### src/logic/kmio_defs.svh
// Contract
// - port C direction switches all four lines together only.
// - each port B line has its own direction bit.
// - key-return groups in input direction get pull-ups and sense keys.
// - a low on any input-direction key-return line ends standby.
// - key-matrix groups in output direction only pull low.
// - dedicated input group is key-return; any low line ends standby.
// - push-pull group lines in output direction are driven both ways.
// - push-pull group pull-ups are chosen per line in input direction.
// - active external interrupt ends standby regardless of permission.
// - external interrupt reaches the processor only while permitted.
// - reset comes from reset pin, power-on clear or watchdog overflow.
// - transmit output is active high and push-pull.
// - single-bit port is fixed open-drain output or input per variant.
// - carrier clock is half or full oscillator rate per variant.
`ifndef KMIO_DEFS_SVH
`define KMIO_DEFS_SVH

`define KMIO_ADDR_W 8
// register offsets
`define KMIO_OFF_CTRL 8'h00
`define KMIO_OFF_BDIR 8'h04
`define KMIO_OFF_EDIR 8'h08
`define KMIO_OFF_EPULL 8'h0c
`define KMIO_OFF_OUT 8'h10
`define KMIO_OFF_IN 8'h14
`define KMIO_OFF_STAT 8'h18
`define KMIO_OFF_MASK 8'h1c
`define KMIO_OFF_INFO 8'h20
// control fields
`define KMIO_CTRL_DIRC 0
`define KMIO_CTRL_DIRD 1
`define KMIO_CTRL_PERM 2
`define KMIO_CTRL_STBY 3
// status and mask fields
`define KMIO_ST_W 3
`define KMIO_ST_WAKE 0
`define KMIO_ST_INT 1
`define KMIO_ST_KEY 2
// output register fields
`define KMIO_OUT_B 0
`define KMIO_OUT_C 4
`define KMIO_OUT_D 8
`define KMIO_OUT_E 12
`define KMIO_OUT_FIX 16
`define KMIO_OUT_IRTX 17
// input register fields
`define KMIO_IN_A 0
`define KMIO_IN_B 4
`define KMIO_IN_C 8
`define KMIO_IN_D 12
`define KMIO_IN_E 16
`define KMIO_IN_FIX 20
`define KMIO_IN_INT 21
// info fields
`define KMIO_INFO_FIXOUT 0
`define KMIO_INFO_HALF 1
// reset values
`define KMIO_RST_DIRCD 1'h1
`define KMIO_RST_DIR4 4'h0
`define KMIO_RST_OUT4 4'h0
`define KMIO_RST_FIX 1'h1
`define KMIO_RST_IRTX 1'h0
`define KMIO_RST_MASK 3'h0
// pin synchroniser: width and idle levels
`define KMIO_SYNC_W 24
`define KMIO_SYNC_RST 24'h5fffff
// bus responses
`define KMIO_RESP_OKAY 2'h0
`define KMIO_RESP_SLVERR 2'h2

`endif

### src/logic/kmio_pkg.sv
package kmio_pkg;

    typedef enum logic {
        KMIO_RUN,
        KMIO_STANDBY
    } kmio_mode_t;

    typedef struct packed {
        kmio_mode_t mode;
        logic dirC;
        logic dirD;
        logic irqPerm;
        logic [3:0] dirB;
        logic [3:0] dirE;
        logic [3:0] pullE;
        logic [3:0] outB;
        logic [3:0] outC;
        logic [3:0] outD;
        logic [3:0] outE;
        logic outFix;
        logic irTx;
        logic [2:0] status;
        logic [2:0] mask;
        logic intPrev;
        logic keyPrev;
        logic carrierPh;
        logic awHave;
        logic wHave;
        logic [7:0] awAddr;
        logic [31:0] wData;
        logic [3:0] wStrb;
        logic bvalid;
        logic [1:0] bresp;
        logic rvalid;
        logic [31:0] rdata;
        logic [1:0] rresp;
    } kmio_state_t;

endpackage

### src/logic/kmio_port_top.sv
`timescale 1ns/1ps
`include "kmio_defs.svh"
module kmio_port_top #(
    parameter bit FIXED_BIT_OUT = 1'b1,
    parameter bit CARRIER_HALF = 1'b1
) (
    input wire logic core_clk,
    input wire logic rst,
    input wire logic [7:0] awaddr,
    input wire logic awvalid,
    output logic awready,
    input wire logic [31:0] wdata,
    input wire logic [3:0] wstrb,
    input wire logic wvalid,
    output logic wready,
    output logic [1:0] bresp,
    output logic bvalid,
    input wire logic bready,
    input wire logic [7:0] araddr,
    input wire logic arvalid,
    output logic arready,
    output logic [31:0] rdata,
    output logic [1:0] rresp,
    output logic rvalid,
    input wire logic rready,
    input wire logic [3:0] keyReturnIn,
    input wire logic [3:0] portBIn,
    output logic [3:0] portBOut,
    output logic [3:0] portBOe,
    output logic [3:0] portBPullEn,
    input wire logic [3:0] portCIn,
    output logic [3:0] portCOut,
    output logic [3:0] portCOe,
    output logic [3:0] portCPullEn,
    input wire logic [3:0] portDIn,
    output logic [3:0] portDOut,
    output logic [3:0] portDOe,
    output logic [3:0] portDPullEn,
    input wire logic [3:0] portEIn,
    output logic [3:0] portEOut,
    output logic [3:0] portEOe,
    output logic [3:0] portEPullEn,
    input wire logic fixedBitIn,
    output logic fixedBitOut,
    output logic fixedBitOe,
    output logic irTransmitOutput,
    input wire logic extIntIn,
    output logic irqToCpu,
    input wire logic extResetN,
    input wire logic powerOnClear,
    input wire logic wdtOverflow,
    output logic standby,
    output logic carrierClkEn,
    output logic irq
);
    import kmio_pkg::*;

    kmio_state_t s_q;
    kmio_state_t s_d;
    logic [`KMIO_SYNC_W-1:0] syncd;
    logic [3:0] aS, bS, cS, dS, eS;
    logic fixS, intS, resetNS, porS;
    logic chipReset;
    logic [3:0] keyLowB, keyLowC, keyLowD;
    logic keyAny;
    logic wakeCond;

    // every pin input passes two flops before use
    kmio_sync #(
        .W(`KMIO_SYNC_W),
        .RST_VAL(`KMIO_SYNC_RST)
    ) pinSync (
        .core_clk(core_clk),
        .rst(rst),
        .asyncIn({powerOnClear, extResetN, extIntIn, fixedBitIn, portEIn,
                  portDIn, portCIn, portBIn, keyReturnIn}),
        .syncOut(syncd)
    );

    assign aS = syncd[3:0];
    assign bS = syncd[7:4];
    assign cS = syncd[11:8];
    assign dS = syncd[15:12];
    assign eS = syncd[19:16];
    assign fixS = syncd[20];
    assign intS = syncd[21];
    assign resetNS = syncd[22];
    assign porS = syncd[23];

    // watchdog is on our clock, so it needs no synchroniser
    assign chipReset = rst | wdtOverflow | porS | ~resetNS;

    // key sense counts only lines that are in input direction
    assign keyLowB = ~bS & ~s_q.dirB;
    assign keyLowC = ~cS & {4{~s_q.dirC}};
    assign keyLowD = ~dS & {4{~s_q.dirD}};
    assign keyAny = (|(~aS)) | (|keyLowB) | (|keyLowC) | (|keyLowD);
    // interrupt wakes even without permission
    assign wakeCond = keyAny | intS;

    // readback of one register; bit 32 flags a mapped address
    function automatic logic [32:0] regRead(input logic [7:0] a);
        logic [32:0] v;
        v = {1'b1, 32'h0};
        case (a)
            `KMIO_OFF_CTRL: begin
                v[`KMIO_CTRL_DIRC] = s_q.dirC;
                v[`KMIO_CTRL_DIRD] = s_q.dirD;
                v[`KMIO_CTRL_PERM] = s_q.irqPerm;
                v[`KMIO_CTRL_STBY] = (s_q.mode == KMIO_STANDBY);
            end
            `KMIO_OFF_BDIR: v[3:0] = s_q.dirB;
            `KMIO_OFF_EDIR: v[3:0] = s_q.dirE;
            `KMIO_OFF_EPULL: v[3:0] = s_q.pullE;
            `KMIO_OFF_OUT: begin
                v[`KMIO_OUT_B +: 4] = s_q.outB;
                v[`KMIO_OUT_C +: 4] = s_q.outC;
                v[`KMIO_OUT_D +: 4] = s_q.outD;
                v[`KMIO_OUT_E +: 4] = s_q.outE;
                v[`KMIO_OUT_FIX] = s_q.outFix;
                v[`KMIO_OUT_IRTX] = s_q.irTx;
            end
            `KMIO_OFF_IN: begin
                v[`KMIO_IN_A +: 4] = aS;
                v[`KMIO_IN_B +: 4] = bS;
                v[`KMIO_IN_C +: 4] = cS;
                v[`KMIO_IN_D +: 4] = dS;
                v[`KMIO_IN_E +: 4] = eS;
                v[`KMIO_IN_FIX] = fixS;
                v[`KMIO_IN_INT] = intS;
            end
            `KMIO_OFF_STAT: v[`KMIO_ST_W-1:0] = s_q.status;
            `KMIO_OFF_MASK: v[`KMIO_ST_W-1:0] = s_q.mask;
            `KMIO_OFF_INFO: begin
                v[`KMIO_INFO_FIXOUT] = FIXED_BIT_OUT;
                v[`KMIO_INFO_HALF] = CARRIER_HALF;
            end
            default: v = 33'h0;
        endcase
        return v;
    endfunction

    // bus slave, port control, events and reset in one next-state block
    always_comb begin
        logic [32:0] rd;
        logic [32:0] cur;
        logic [31:0] bm;
        logic [31:0] nw;
        logic [2:0] clrStat;
        logic [2:0] setStat;
        logic goStandby;
        s_d = s_q;
        rd = 33'h0;
        cur = 33'h0;
        bm = 32'h0;
        nw = 32'h0;
        clrStat = 3'h0;
        setStat = 3'h0;
        goStandby = 1'b0;
        if (awvalid && awready) begin
            s_d.awHave = 1'b1;
            s_d.awAddr = awaddr;
        end
        if (wvalid && wready) begin
            s_d.wHave = 1'b1;
            s_d.wData = wdata;
            s_d.wStrb = wstrb;
        end
        if (bvalid && bready) begin
            s_d.bvalid = 1'b0;
        end
        if (rvalid && rready) begin
            s_d.rvalid = 1'b0;
        end
        // a status read clears what it returned
        if (arvalid && arready) begin
            rd = regRead(araddr);
            s_d.rvalid = 1'b1;
            s_d.rdata = rd[31:0];
            s_d.rresp = rd[32] ? `KMIO_RESP_OKAY : `KMIO_RESP_SLVERR;
            if (araddr == `KMIO_OFF_STAT) begin
                clrStat = rd[`KMIO_ST_W-1:0];
            end
        end
        // write once both halves are held; strobes merge per byte
        if (s_q.awHave && s_q.wHave && !s_q.bvalid) begin
            cur = regRead(s_q.awAddr);
            bm = {{8{s_q.wStrb[3]}}, {8{s_q.wStrb[2]}},
                  {8{s_q.wStrb[1]}}, {8{s_q.wStrb[0]}}};
            nw = (cur[31:0] & ~bm) | (s_q.wData & bm);
            s_d.awHave = 1'b0;
            s_d.wHave = 1'b0;
            s_d.bvalid = 1'b1;
            s_d.bresp = cur[32] ? `KMIO_RESP_OKAY : `KMIO_RESP_SLVERR;
            case (s_q.awAddr)
                `KMIO_OFF_CTRL: begin
                    s_d.dirC = nw[`KMIO_CTRL_DIRC];
                    s_d.dirD = nw[`KMIO_CTRL_DIRD];
                    s_d.irqPerm = nw[`KMIO_CTRL_PERM];
                    goStandby = nw[`KMIO_CTRL_STBY] & s_q.wStrb[0];
                end
                `KMIO_OFF_BDIR: s_d.dirB = nw[3:0];
                `KMIO_OFF_EDIR: s_d.dirE = nw[3:0];
                `KMIO_OFF_EPULL: s_d.pullE = nw[3:0];
                `KMIO_OFF_OUT: begin
                    s_d.outB = nw[`KMIO_OUT_B +: 4];
                    s_d.outC = nw[`KMIO_OUT_C +: 4];
                    s_d.outD = nw[`KMIO_OUT_D +: 4];
                    s_d.outE = nw[`KMIO_OUT_E +: 4];
                    s_d.outFix = nw[`KMIO_OUT_FIX];
                    s_d.irTx = nw[`KMIO_OUT_IRTX];
                end
                `KMIO_OFF_MASK: s_d.mask = nw[`KMIO_ST_W-1:0];
                default: ;
            endcase
        end
        // standby: a pending wake keeps the core running
        case (s_q.mode)
            KMIO_RUN: begin
                if (goStandby && !wakeCond) begin
                    s_d.mode = KMIO_STANDBY;
                end
            end
            KMIO_STANDBY: begin
                if (wakeCond) begin
                    s_d.mode = KMIO_RUN;
                    setStat[`KMIO_ST_WAKE] = 1'b1;
                end
            end
            default: s_d.mode = KMIO_RUN;
        endcase
        setStat[`KMIO_ST_INT] = intS & ~s_q.intPrev;
        setStat[`KMIO_ST_KEY] = keyAny & ~s_q.keyPrev;
        s_d.intPrev = intS;
        s_d.keyPrev = keyAny;
        // set beats a clear that lands in the same cycle
        s_d.status = (s_q.status & ~clrStat) | setStat;
        s_d.carrierPh = ~s_q.carrierPh;
        // any reset source restores the pin side; only rst also clears the bus side
        if (chipReset) begin
            s_d.mode = KMIO_RUN;
            s_d.dirC = `KMIO_RST_DIRCD;
            s_d.dirD = `KMIO_RST_DIRCD;
            s_d.irqPerm = 1'b0;
            s_d.dirB = `KMIO_RST_DIR4;
            s_d.dirE = `KMIO_RST_DIR4;
            s_d.pullE = `KMIO_RST_DIR4;
            s_d.outB = `KMIO_RST_OUT4;
            s_d.outC = `KMIO_RST_OUT4;
            s_d.outD = `KMIO_RST_OUT4;
            s_d.outE = `KMIO_RST_OUT4;
            s_d.outFix = `KMIO_RST_FIX;
            s_d.irTx = `KMIO_RST_IRTX;
            s_d.status = 3'h0;
            s_d.mask = `KMIO_RST_MASK;
            s_d.intPrev = 1'b0;
            s_d.keyPrev = 1'b0;
            s_d.carrierPh = 1'b0;
        end
    end

    always_ff @(posedge core_clk) begin
        if (rst) begin
            s_q <= '0;
            s_q.mode <= KMIO_RUN;
            s_q.dirC <= `KMIO_RST_DIRCD;
            s_q.dirD <= `KMIO_RST_DIRCD;
            s_q.outFix <= `KMIO_RST_FIX;
        end else begin
            s_q <= s_d;
        end
    end

    // bus handshakes: one write and one read in flight
    assign awready = ~s_q.awHave & ~s_q.bvalid;
    assign wready = ~s_q.wHave & ~s_q.bvalid;
    assign bvalid = s_q.bvalid;
    assign bresp = s_q.bresp;
    assign arready = ~s_q.rvalid;
    assign rvalid = s_q.rvalid;
    assign rdata = s_q.rdata;
    assign rresp = s_q.rresp;

    // open-drain groups never drive high; pull-ups only in input direction
    assign portBOut = 4'h0;
    assign portBOe = s_q.dirB & ~s_q.outB;
    assign portBPullEn = ~s_q.dirB;
    assign portCOut = 4'h0;
    assign portCOe = {4{s_q.dirC}} & ~s_q.outC;
    assign portCPullEn = {4{~s_q.dirC}};
    assign portDOut = 4'h0;
    assign portDOe = {4{s_q.dirD}} & ~s_q.outD;
    assign portDPullEn = {4{~s_q.dirD}};

    // push-pull group: pull-up only matters while a line is an input
    assign portEOut = s_q.outE;
    assign portEOe = s_q.dirE;
    assign portEPullEn = ~s_q.dirE & s_q.pullE;

    // variant strap: output variants pull low, input variants never drive
    assign fixedBitOut = 1'b0;
    assign fixedBitOe = FIXED_BIT_OUT & ~s_q.outFix;

    assign irTransmitOutput = s_q.irTx;
    assign irqToCpu = intS & s_q.irqPerm;
    assign standby = (s_q.mode == KMIO_STANDBY);
    // half-rate variants get an enable on every other cycle
    assign carrierClkEn = CARRIER_HALF ? s_q.carrierPh : 1'b1;
    assign irq = |(s_q.status & s_q.mask);
endmodule

### src/logic/kmio_sync.sv
`timescale 1ns/1ps
module kmio_sync #(
    parameter int W = 1,
    parameter logic [W-1:0] RST_VAL = '0
) (
    input wire logic core_clk,
    input wire logic rst,
    input wire logic [W-1:0] asyncIn,
    output logic [W-1:0] syncOut
);
    typedef struct packed {
        logic [W-1:0] meta;
        logic [W-1:0] stable;
    } kmio_sync_t;

    kmio_sync_t s_q;
    kmio_sync_t s_d;

    // first stage only feeds the second, nothing else looks at it
    always_comb begin
        s_d = s_q;
        s_d.meta = asyncIn;
        s_d.stable = s_q.meta;
    end

    always_ff @(posedge core_clk) begin
        if (rst) begin
            s_q <= {RST_VAL, RST_VAL};
        end else begin
            s_q <= s_d;
        end
    end

    assign syncOut = s_q.stable;
endmodule

### config.mk
export PLATFORM = sky130hd
export DESIGN_NAME = kmio_port_top
export DESIGN_NICKNAME = d
export VERILOG_FILES = /design/src/logic/kmio_pkg.sv /design/src/logic/kmio_port_top.sv /design/src/logic/kmio_sync.sv
export VERILOG_INCLUDE_DIRS = /design/src /design/src/logic
export SDC_FILE = /design/constraint.sdc
export NUM_CORES = 1
export LEC_CHECK = 0
export BUFFER_PORTS_ARGS = -buffer_cell sky130_fd_sc_hd__buf_2
export CAP_MARGIN = 20
export CORE_UTILIZATION = 47
export DETAILED_ROUTE_END_ITERATION = 8
export GPL_ROUTABILITY_DRIVEN = 0
export PLACE_DENSITY_LB_ADDON = 0.2
export SETUP_SLACK_MARGIN = 0.3
export SYNTH_ARGS = -nofsm -noshare
export SYNTH_HDL_FRONTEND = slang
export SYNTH_SLANG_ARGS = --single-unit
### constraint.sdc
create_clock -name core_clk -period 1.8 [get_ports core_clk]
set_input_delay 0.09 -clock core_clk [delete_from_list [all_inputs] [get_ports core_clk]]
set_output_delay 0.09 -clock core_clk [all_outputs]
set_load 0.01 [all_outputs]
## After elaboration in Yosys (flattened, before gate mapping)

Cells that the tools add are included.

| storage, ports and cells | value |
|---|---|
| bits in registers | 160 |
| output and inout port bits | 96 |
| logic and storage cells | 156 |

| operators by class | value |
|---|---|
| equality and inequality tests | 16 |
| mux-type cells | 32 |
| bitwise gates (word level) | 49 |
| reduce and logical (&&, ||, !) cells | 29 |

Operators with widths:

| operator | number |
|---|---|
| equality test 8 x 5 -> 1 bit (second input constant) | 8 |
| one-hot mux 14 bit (2 select lines) | 2 |
| 2-to-1 mux 11 bit | 4 |
| bitwise AND 18 bit | 2 |
| inverter 4 bit | 9 |
| one-hot mux 2 bit (9 select lines) | 2 |
| 2-to-1 mux 35 bit | 1 |
| equality test 8 x 4 -> 1 bit (second input constant) | 4 |
| bitwise AND 4 bit | 7 |
| inverter 18 bit | 1 |
| bitwise OR 18 bit | 1 |
| OR reduction 9 bit | 2 |
| equality test 8 x 3 -> 1 bit (second input constant) | 2 |
| equality test 8 x 6 -> 1 bit (second input constant) | 2 |
| logical NOT 8 bit | 2 |
| one-hot mux 1 bit (8 select lines) | 2 |
| OR reduction 4 bit | 4 |
| 2-to-1 mux 14 bit | 1 |
| inverter 1 bit | 12 |
| one-hot mux 1 bit (6 select lines) | 2 |
| AND reduction 2 bit | 6 |
| 2-to-1 mux 1 bit | 10 |
| 2-to-1 mux 3 bit | 3 |
| logical AND 1 bit | 8 |
| 12 further kinds | 29 |

## Longest topological paths before layout

Gate-level depths: netlist of the first run.

| depth | value |
|---|---|
| word-level depth | 11 |
| mapped depth | 7 |
| depth with buffers taken out | 5 |

## Modules after synthesis

Synthesis of the first run repeated with hierarchy kept, for this count alone.

| unflattened totals | value |
|---|---|
| cell total of the unflattened synthesis | 732 |
| area total of the unflattened synthesis | 6,423.7 µm² |

Modules (own cells, without submodules):

| module | times used | cells an instance | area each (µm²) |
|---|---|---|---|
| kmio_port_top | 1 | 631 | 5,119.9 |
| kmio_sync | 1 | 101 | 1,303.8 |

## Worst setup path after synthesis of the first run

OpenSTA, ideal clock, no wires.

| timing path | value |
|---|---|
| path kind | flip-flop to flip-flop |
| from | reg s_q[77] (netlist name) |
| to | reg s_q (netlist bit portEOe[0]) |
| setup time | 122 ps |
| arrival | 1,577 ps |
| required time | 1,678 ps |
| path slack | 100 ps |
| cell stages (with the launch flop) | 8 |
| buffers on the path | 2 |
| clock period less this slack | 1,700 ps |
| path through | dfxtp_1 -> buf_2 -> buf_4 -> mux4_2 -> mux2i_1 -> o2bb2ai_1 -> nand2_1 -> o21ai_0 |

| between the ends | value |
|---|---|
| longest elaborated chain between the ends | 5 |

Ends and longest elaborated chain:

| what | RTL line | text |
|---|---|---|
| start: declaration | kmio_port_top.sv:58 | `kmio_state_t s_q;` |
| equality test 8 x 6 -> 1 bit, or another cell as far along | kmio_port_top.sv:105 | `case (a)` |
| one-hot mux 2 bit (9 select lines) | kmio_port_top.sv:105 |  |
| 2-to-1 mux 2 bit | kmio_port_top.sv:186 | `if (s_q.awHave && s_q.wHave && !s_q.bvalid) begin` |
| bitwise AND 18 bit | kmio_port_top.sv:190 | `nw = (cur[31:0] & ~bm) \| (s_q.wData & bm);` |
| bitwise OR 18 bit | kmio_port_top.sv:190 |  |

Several ways; a longest one is shown, not always the timed one. The select of a mux whose other input is x is not followed.
A chain may end at the register's enable or synchronous reset.

## Final worst setup path of the first run

Same ends and word-level chain as after synthesis.

==> metrics.cfg, run 1 <==
[status]
status=complete, no violations

[placement]
dp.cells=970
io_buffers=139
hpwlAfterDp_um=11700
place_area_um2=7060

[sta]
tightest_slew_ns=0.729
layout_worst_path_cycle_share_pct=96.4
setup_viol=0
finalClockSkew_ns=0.00719
hold_viol=0
period_minus_slack_ns=1.73
setup_tns_ns=0
max_slew_margin_pct=51.4
timing.fmax_mhz=576
slew_viol_final=0
rsz0062_at_grt=true

[finish]
final_util_pct=65.7
area_delta_synth_final_pct=36.5
fillers=1091
mostFrequentLayoutCells=139 x buf_2, 129 x dfxtp_1, 76 x nand2_1, 59 x dlygate4sd3_1, 56 x nor2_1
layoutNonFillerInstCount=1085
post-route-cell-area_um2=8700
nNetsFinal=980
drive_gt1_share_pct=40.3
antenna-diode-count=0
final_common_cell=buf_2

[synth]
async_reset_ff_share_pct=0
synth_warnings=0
synth-edff-count=0
synthesis.area_um2=6370
syn_area_per_cell_um2=9.15
ys_types=63
ys_seq_area_share_pct=46.5
ys.flop_type=dfxtp_1
syn_inst=696
synth-seq-cells=148

[die]
die_h_um=118
start_util_pct=48.1
num_rows=42
core_um2=13200
ios=180
dieArea_um2=14000
fp.dieW_um=118

[route]
drt_iter0_markers=370
drcViolationCount=0
antenna_left=0
vias=5722
wl_um=17900
dr.pass1.iters=5
wl_per_cell_um=16.5
avgViaCountPerCell=5.27

[clock_tree]
cts_tree=yes
clk_pin_slew_ns=0.06
cts_max_level=4
clk_latency_ns=0.42
clockBufferDepth=2
root_buffer=clkbuf_16
cts_made_buffers=17
cts_sinks=148

[global_routing]
grt_max_degree=79
track_usage_pct=25.5
grt_pass1_vias=5557
grt_pass1_wl_um=28000
antenna_found_initial=0
grt_overflow=0

[critical_path]
cp.required_ns=2.10
cp-end-kind=flip-flop
setup.worst_path.class=flip-flop to flip-flop
r2r_cells=6
start_kind=flip-flop
worstPathMaxFanout=7
arrival_ns=2.04

[power]
peakVddDrop_uv=746
leakagePower_uw=0.00366
total_power_uw=8020
p_per_area_nw_per_um2=923

[run]
maxCapViolCount=0

[min_path]
holdCritPathClass=primary input to flip-flop
holdPathStages=3

==> layer usage <==
metal  up-vias  global-route usage [%]  wire length (um)
li1       2710                       -                 -
met1      2728                    32.4              7600
met2       247                    41.4              8700
met3        37                    5.89              1120
met4         0                    11.2               441
met5         -                       0                 0
==> path summary, 6_finish.rpt <==
check,endpoint,startpoint,slack (ns)
worst min register to register,pinSync.syncOut[19]$_SDFF_PP1_,pinSync.s_d[19]$_SDFF_PP1_,0.41
worst min-delay path,s_q[94]$_SDFFE_PP1P_,rst,0.01
worst max register to register,portEOe[0]$_SDFFE_PP0P_,s_q[77]$_SDFFE_PP0P_,0.07
worst max-delay path,portEOe[0]$_SDFFE_PP0P_,s_q[77]$_SDFFE_PP0P_,0.07
==> cell usage after synthesis (all sizes together) (2+ instances only) <==
library cell	instances	area [um^2]
mux2i	17	170
o211ai	3	22.5
nand2b	4	25.0
or2	46	288
nand3	23	115
nand4	5	52.6
a21oi	44	224
o21a	3	22.5
o22ai	4	25.0
o21ai	24	120
a22oi	5	37.5
and3	2	12.5
nand3b	3	22.5
inv	18	67.6
nand2	80	300
nor4	4	46.3
mux4	11	248
a31oi	2	12.5
dfxtp	148	2960
and2	4	25.0
nand4b	2	32.5
nor4b	3	47.5
nor3	19	111
a41oi	4	35.0
mux2	3	33.8
buf	76	544
nor2b	16	100
nor2	62	243
clkbuf	25	93.8
a211oi	5	52.6
a221oi	16	140
==> logic make-up after synthesis <==
group                  share of synthesized area, %
and+or+nand+nor                                23.1
muxes                                          7.09
AOI/OAI and AO/OA                              12.1
buffers and inverters                          11.1
DFF                                            46.5
other                                        0.0589
==> stage by stage <==
step,hold WS [ns],setup slack [ns]
after floorplan,0.189,0.179
after global placement,0.273,0.0406
after detailed placement,0.276,-0.0407
after CTS,-0.00390,0.0891
after global routing,0.0144,-0.0156
final,0.0142,0.0651
==> power breakdown <==
group | total (uW) | internal [uW] | switching [uW]
clock network | 3520 | 2190 | 1330
logic | 990 | 478 | 511
registers | 3510 | 3410 | 101
total | 8020 | 6090 | 1940
==> flip-flops by register name (all words and copies together), names as in the netlist <==
| name | count |
|---|---|
| rdata | 22 |
| irTransmitOutput | 1 |
| pinSync.syncOut | 24 |
| bvalid | 1 |
| s_q | 63 |
| portEOut | 4 |
| rvalid | 1 |
| standby | 1 |
| rresp | 1 |
| carrierClkEn | 1 |
| bresp | 1 |
| portEOe | 4 |
| pinSync.s_d | 24 |
==> worst max-delay path, stage by stage (launching register included) <==
cell       delay [ns]
dfxtp_4          0.42
buf_4            0.13
mux4_2           0.51
mux2i_2          0.23
o2bb2ai_2        0.10
nand2_2          0.15
o21ai_1          0.09
==> timing repair <==
item / in CTS / in global routing
pin swaps: 14 / 25
setup buffers: 12 / 12
hold endpoints to repair: 57 / 0
gates resized for setup: 35 / 46
endpoints found under the setup margin: 40 / 56
hold buffers: 59 / 0
==> area by class of cell <==
type	instances	area [um^2]	area share, %
clock inverter	8	68.8	0.791
clock buffer	24	533	6.13
timing repair buffer	258	1790	20.5
inverter	18	71.3	0.820
sequential	148	2990	34.4
tap	176	220	2.53
multi-input combinational	453	3020	34.8
No activity file was read; power rests on OpenSTA's default activity.
==> run 2: changes to the inputs <==
==> constraint.sdc (replaced) <==
create_clock -name core_clk -period 1.8 [get_ports core_clk]
set_input_delay 0.09 -clock core_clk [delete_from_list [all_inputs] [get_ports core_clk]]
set_output_delay 0.09 -clock core_clk [all_outputs]
set_load 0.005 [all_outputs]
==> run 2 against run 1 <==
Net effect:
- global-route usage shrank 1.0 points
- fmax fell by 1.5%
- highest routed layer unchanged
- clock skew increased by 0.0015 ns
- critical endpoint is now s_q[112]$_SDFFE_PP0P_
- sequential share of layout area increased by 0.64 points
- largest cell class is now flip-flops and latches
- non-clock buffer count shrank 12
==> metrics.cfg, run 2 (synthesis gave the netlist of run 1 again) <==
[placement]
hpwlAfterDp_um=11500
place_area_um2=7030
dp.cells=966
io_buffers=139

[power]
peakVddDrop_uv=738
p_per_area_nw_per_um2=917
total_power_uw=7820
leakagePower_uw=0.00359

[finish]
mostFrequentLayoutCells=139 x buf_2, 133 x dfxtp_1, 76 x nand2_1, 58 x dlygate4sd3_1, 57 x nor2_1
multi_input_comb_area_um2=2970
final_util_pct=64.4
regArea_um2=2990
fillers=1092
antenna-diode-count=0
post-route-cell-area_um2=8530
final_common_cell=buf_2
largest_reg_flops=63
layoutNonFillerInstCount=1072
regMostFlops=s_q
drive_gt1_share_pct=38.4
nNetsFinal=968
area_delta_synth_final_pct=33.9

[critical_path]
cp-end-kind=flip-flop
crit_slowest_cell=mux4_2
crit_chain=mux4_2, mux2i_1, nor2_1, o21ai_2, o21ai_1
arrival_ns=2.05
cp.required_ns=2.09
start_kind=flip-flop
setup.worst_path.class=flip-flop to flip-flop
slowest_delay_ns=0.52
worstPathMaxFanout=7

[route]
wl_per_cell_um=15.9
vias=5609
avgViaCountPerCell=5.23
dr.pass1.iters=6
drcViolationCount=0
antenna_left=0
wl_um=17100
drt_iter0_markers=316

[sta]
hold_viol=0
hold-worst-slack_ns=0.0923
period_minus_slack_ns=1.76
slew_viol_final=0
layout_worst_path_cycle_share_pct=97.9
tightest_slew_ns=0.827
finalClockSkew_ns=0.00866
setup_viol=0
timing.fmax_mhz=568
rsz0062_at_grt=true
max_slew_margin_pct=44.9

[die]
core_um2=13200
start_util_pct=48.1
fp.dieW_um=118
ios=180
num_rows=42
dieArea_um2=14000
die_h_um=118

[global_routing]
antenna_found_initial=0
use_met1_pct=29.9
grt_pass1_vias=5258
grt-busiest-layer=met2
grt_pass1_wl_um=26500
use_met3_pct=6.56
use_met2_pct=41.4
grt_max_degree=92
track_usage_pct=24.5
grt_overflow=0

[min_path]
holdCritPathClass=primary input to flip-flop

[clock_tree]
clk_pin_slew_ns=0.06
cts_sinks=148
cts_tree=yes
clockBufferDepth=2
cts_made_buffers=17
cts_max_level=4
root_buffer=clkbuf_16
clk_latency_ns=0.42

[run]
maxCapViolCount=0

[status]
status=complete, no violations

## run 2: cell types whose count changed in the layout (fill, tap and decap cells not counted), moves of 3 or more
cell | previous run | this run
buf_4 | 49 | 40
buf_6 | 10 | 7
clkinv_2 | 6 | 3
dfxtp_1 | 129 | 133
dfxtp_2 | 16 | 11
mux2i_1 | 13 | 16
o21ai_1 | 13 | 17
## run 2: metrics by stage
step           setup slack [ns]  setup TNS [ns]
2_1_floorplan             0.179               0
3_3_place_gp             0.0598               0
3_5_place_dp            -0.0126         -0.0271
4_1_cts                  0.0714               0
5_1_grt                -0.00263        -0.00451
6_report                 0.0380               0
## run 2: final timing paths
| check | slack (ns) | from | depth (start not counted) | endpoint |
|---|---|---|---|---|
| hold / removal | 0.09 | rst | 3 | s_q[43]$_SDFFE_PP0P_ |
| setup reg to reg | 0.04 | s_q[77]$_SDFFE_PP0P_ | 5 | s_q[112]$_SDFFE_PP0P_ |
| hold reg to reg | 0.40 | carrierClkEn$_SDFF_PP0_ | 1 | carrierClkEn$_SDFF_PP0_ |
| setup / recovery | 0.04 | s_q[77]$_SDFFE_PP0P_ | 5 | s_q[112]$_SDFFE_PP0P_ |
## run 2: repair_timing
action / in CTS / in global routing
hold endpoints to repair: 56 / 0
pin swaps: 23 / 18
hold buffers: 58 / 0
endpoints found under the setup margin: 42 / 53
gates resized for setup: 28 / 40
setup buffers: 12 / 5
## run 2: cell type report
| class | instances | area share, % |
|---|---|---|
| clock inverter | 7 | 0.821 |
| tap | 176 | 2.58 |
| sequential | 148 | 35.1 |
| inverter | 18 | 0.792 |
| multi-input combinational | 453 | 34.9 |
| timing repair buffer | 246 | 19.9 |
| clock buffer | 24 | 6.00 |
## run 2: worst max-delay path: cells and delay by family, from the launching register on
kind | cells | cell delay (ns)
AO/OA/AOI/OAI | 2 | 0.37
AND/OR/NAND/NOR | 1 | 0.10
multiplexers | 2 | 0.74
flip-flops | 1 | 0.41
## run 2: layer usage
metal	part of all wire [%]	routed length (um)
met1	42	7150
met2	50	8530
met3	6.0	1030
met4	2.1	366
met5	0	0
## run 2: where the power goes
part / leakage, uW / switching [uW] / internal [uW]
Combinational: 0.00208 / 458 / 455
Sequential: 0.00122 / 101 / 3410
Clock: 0.000288 / 1280 / 2110
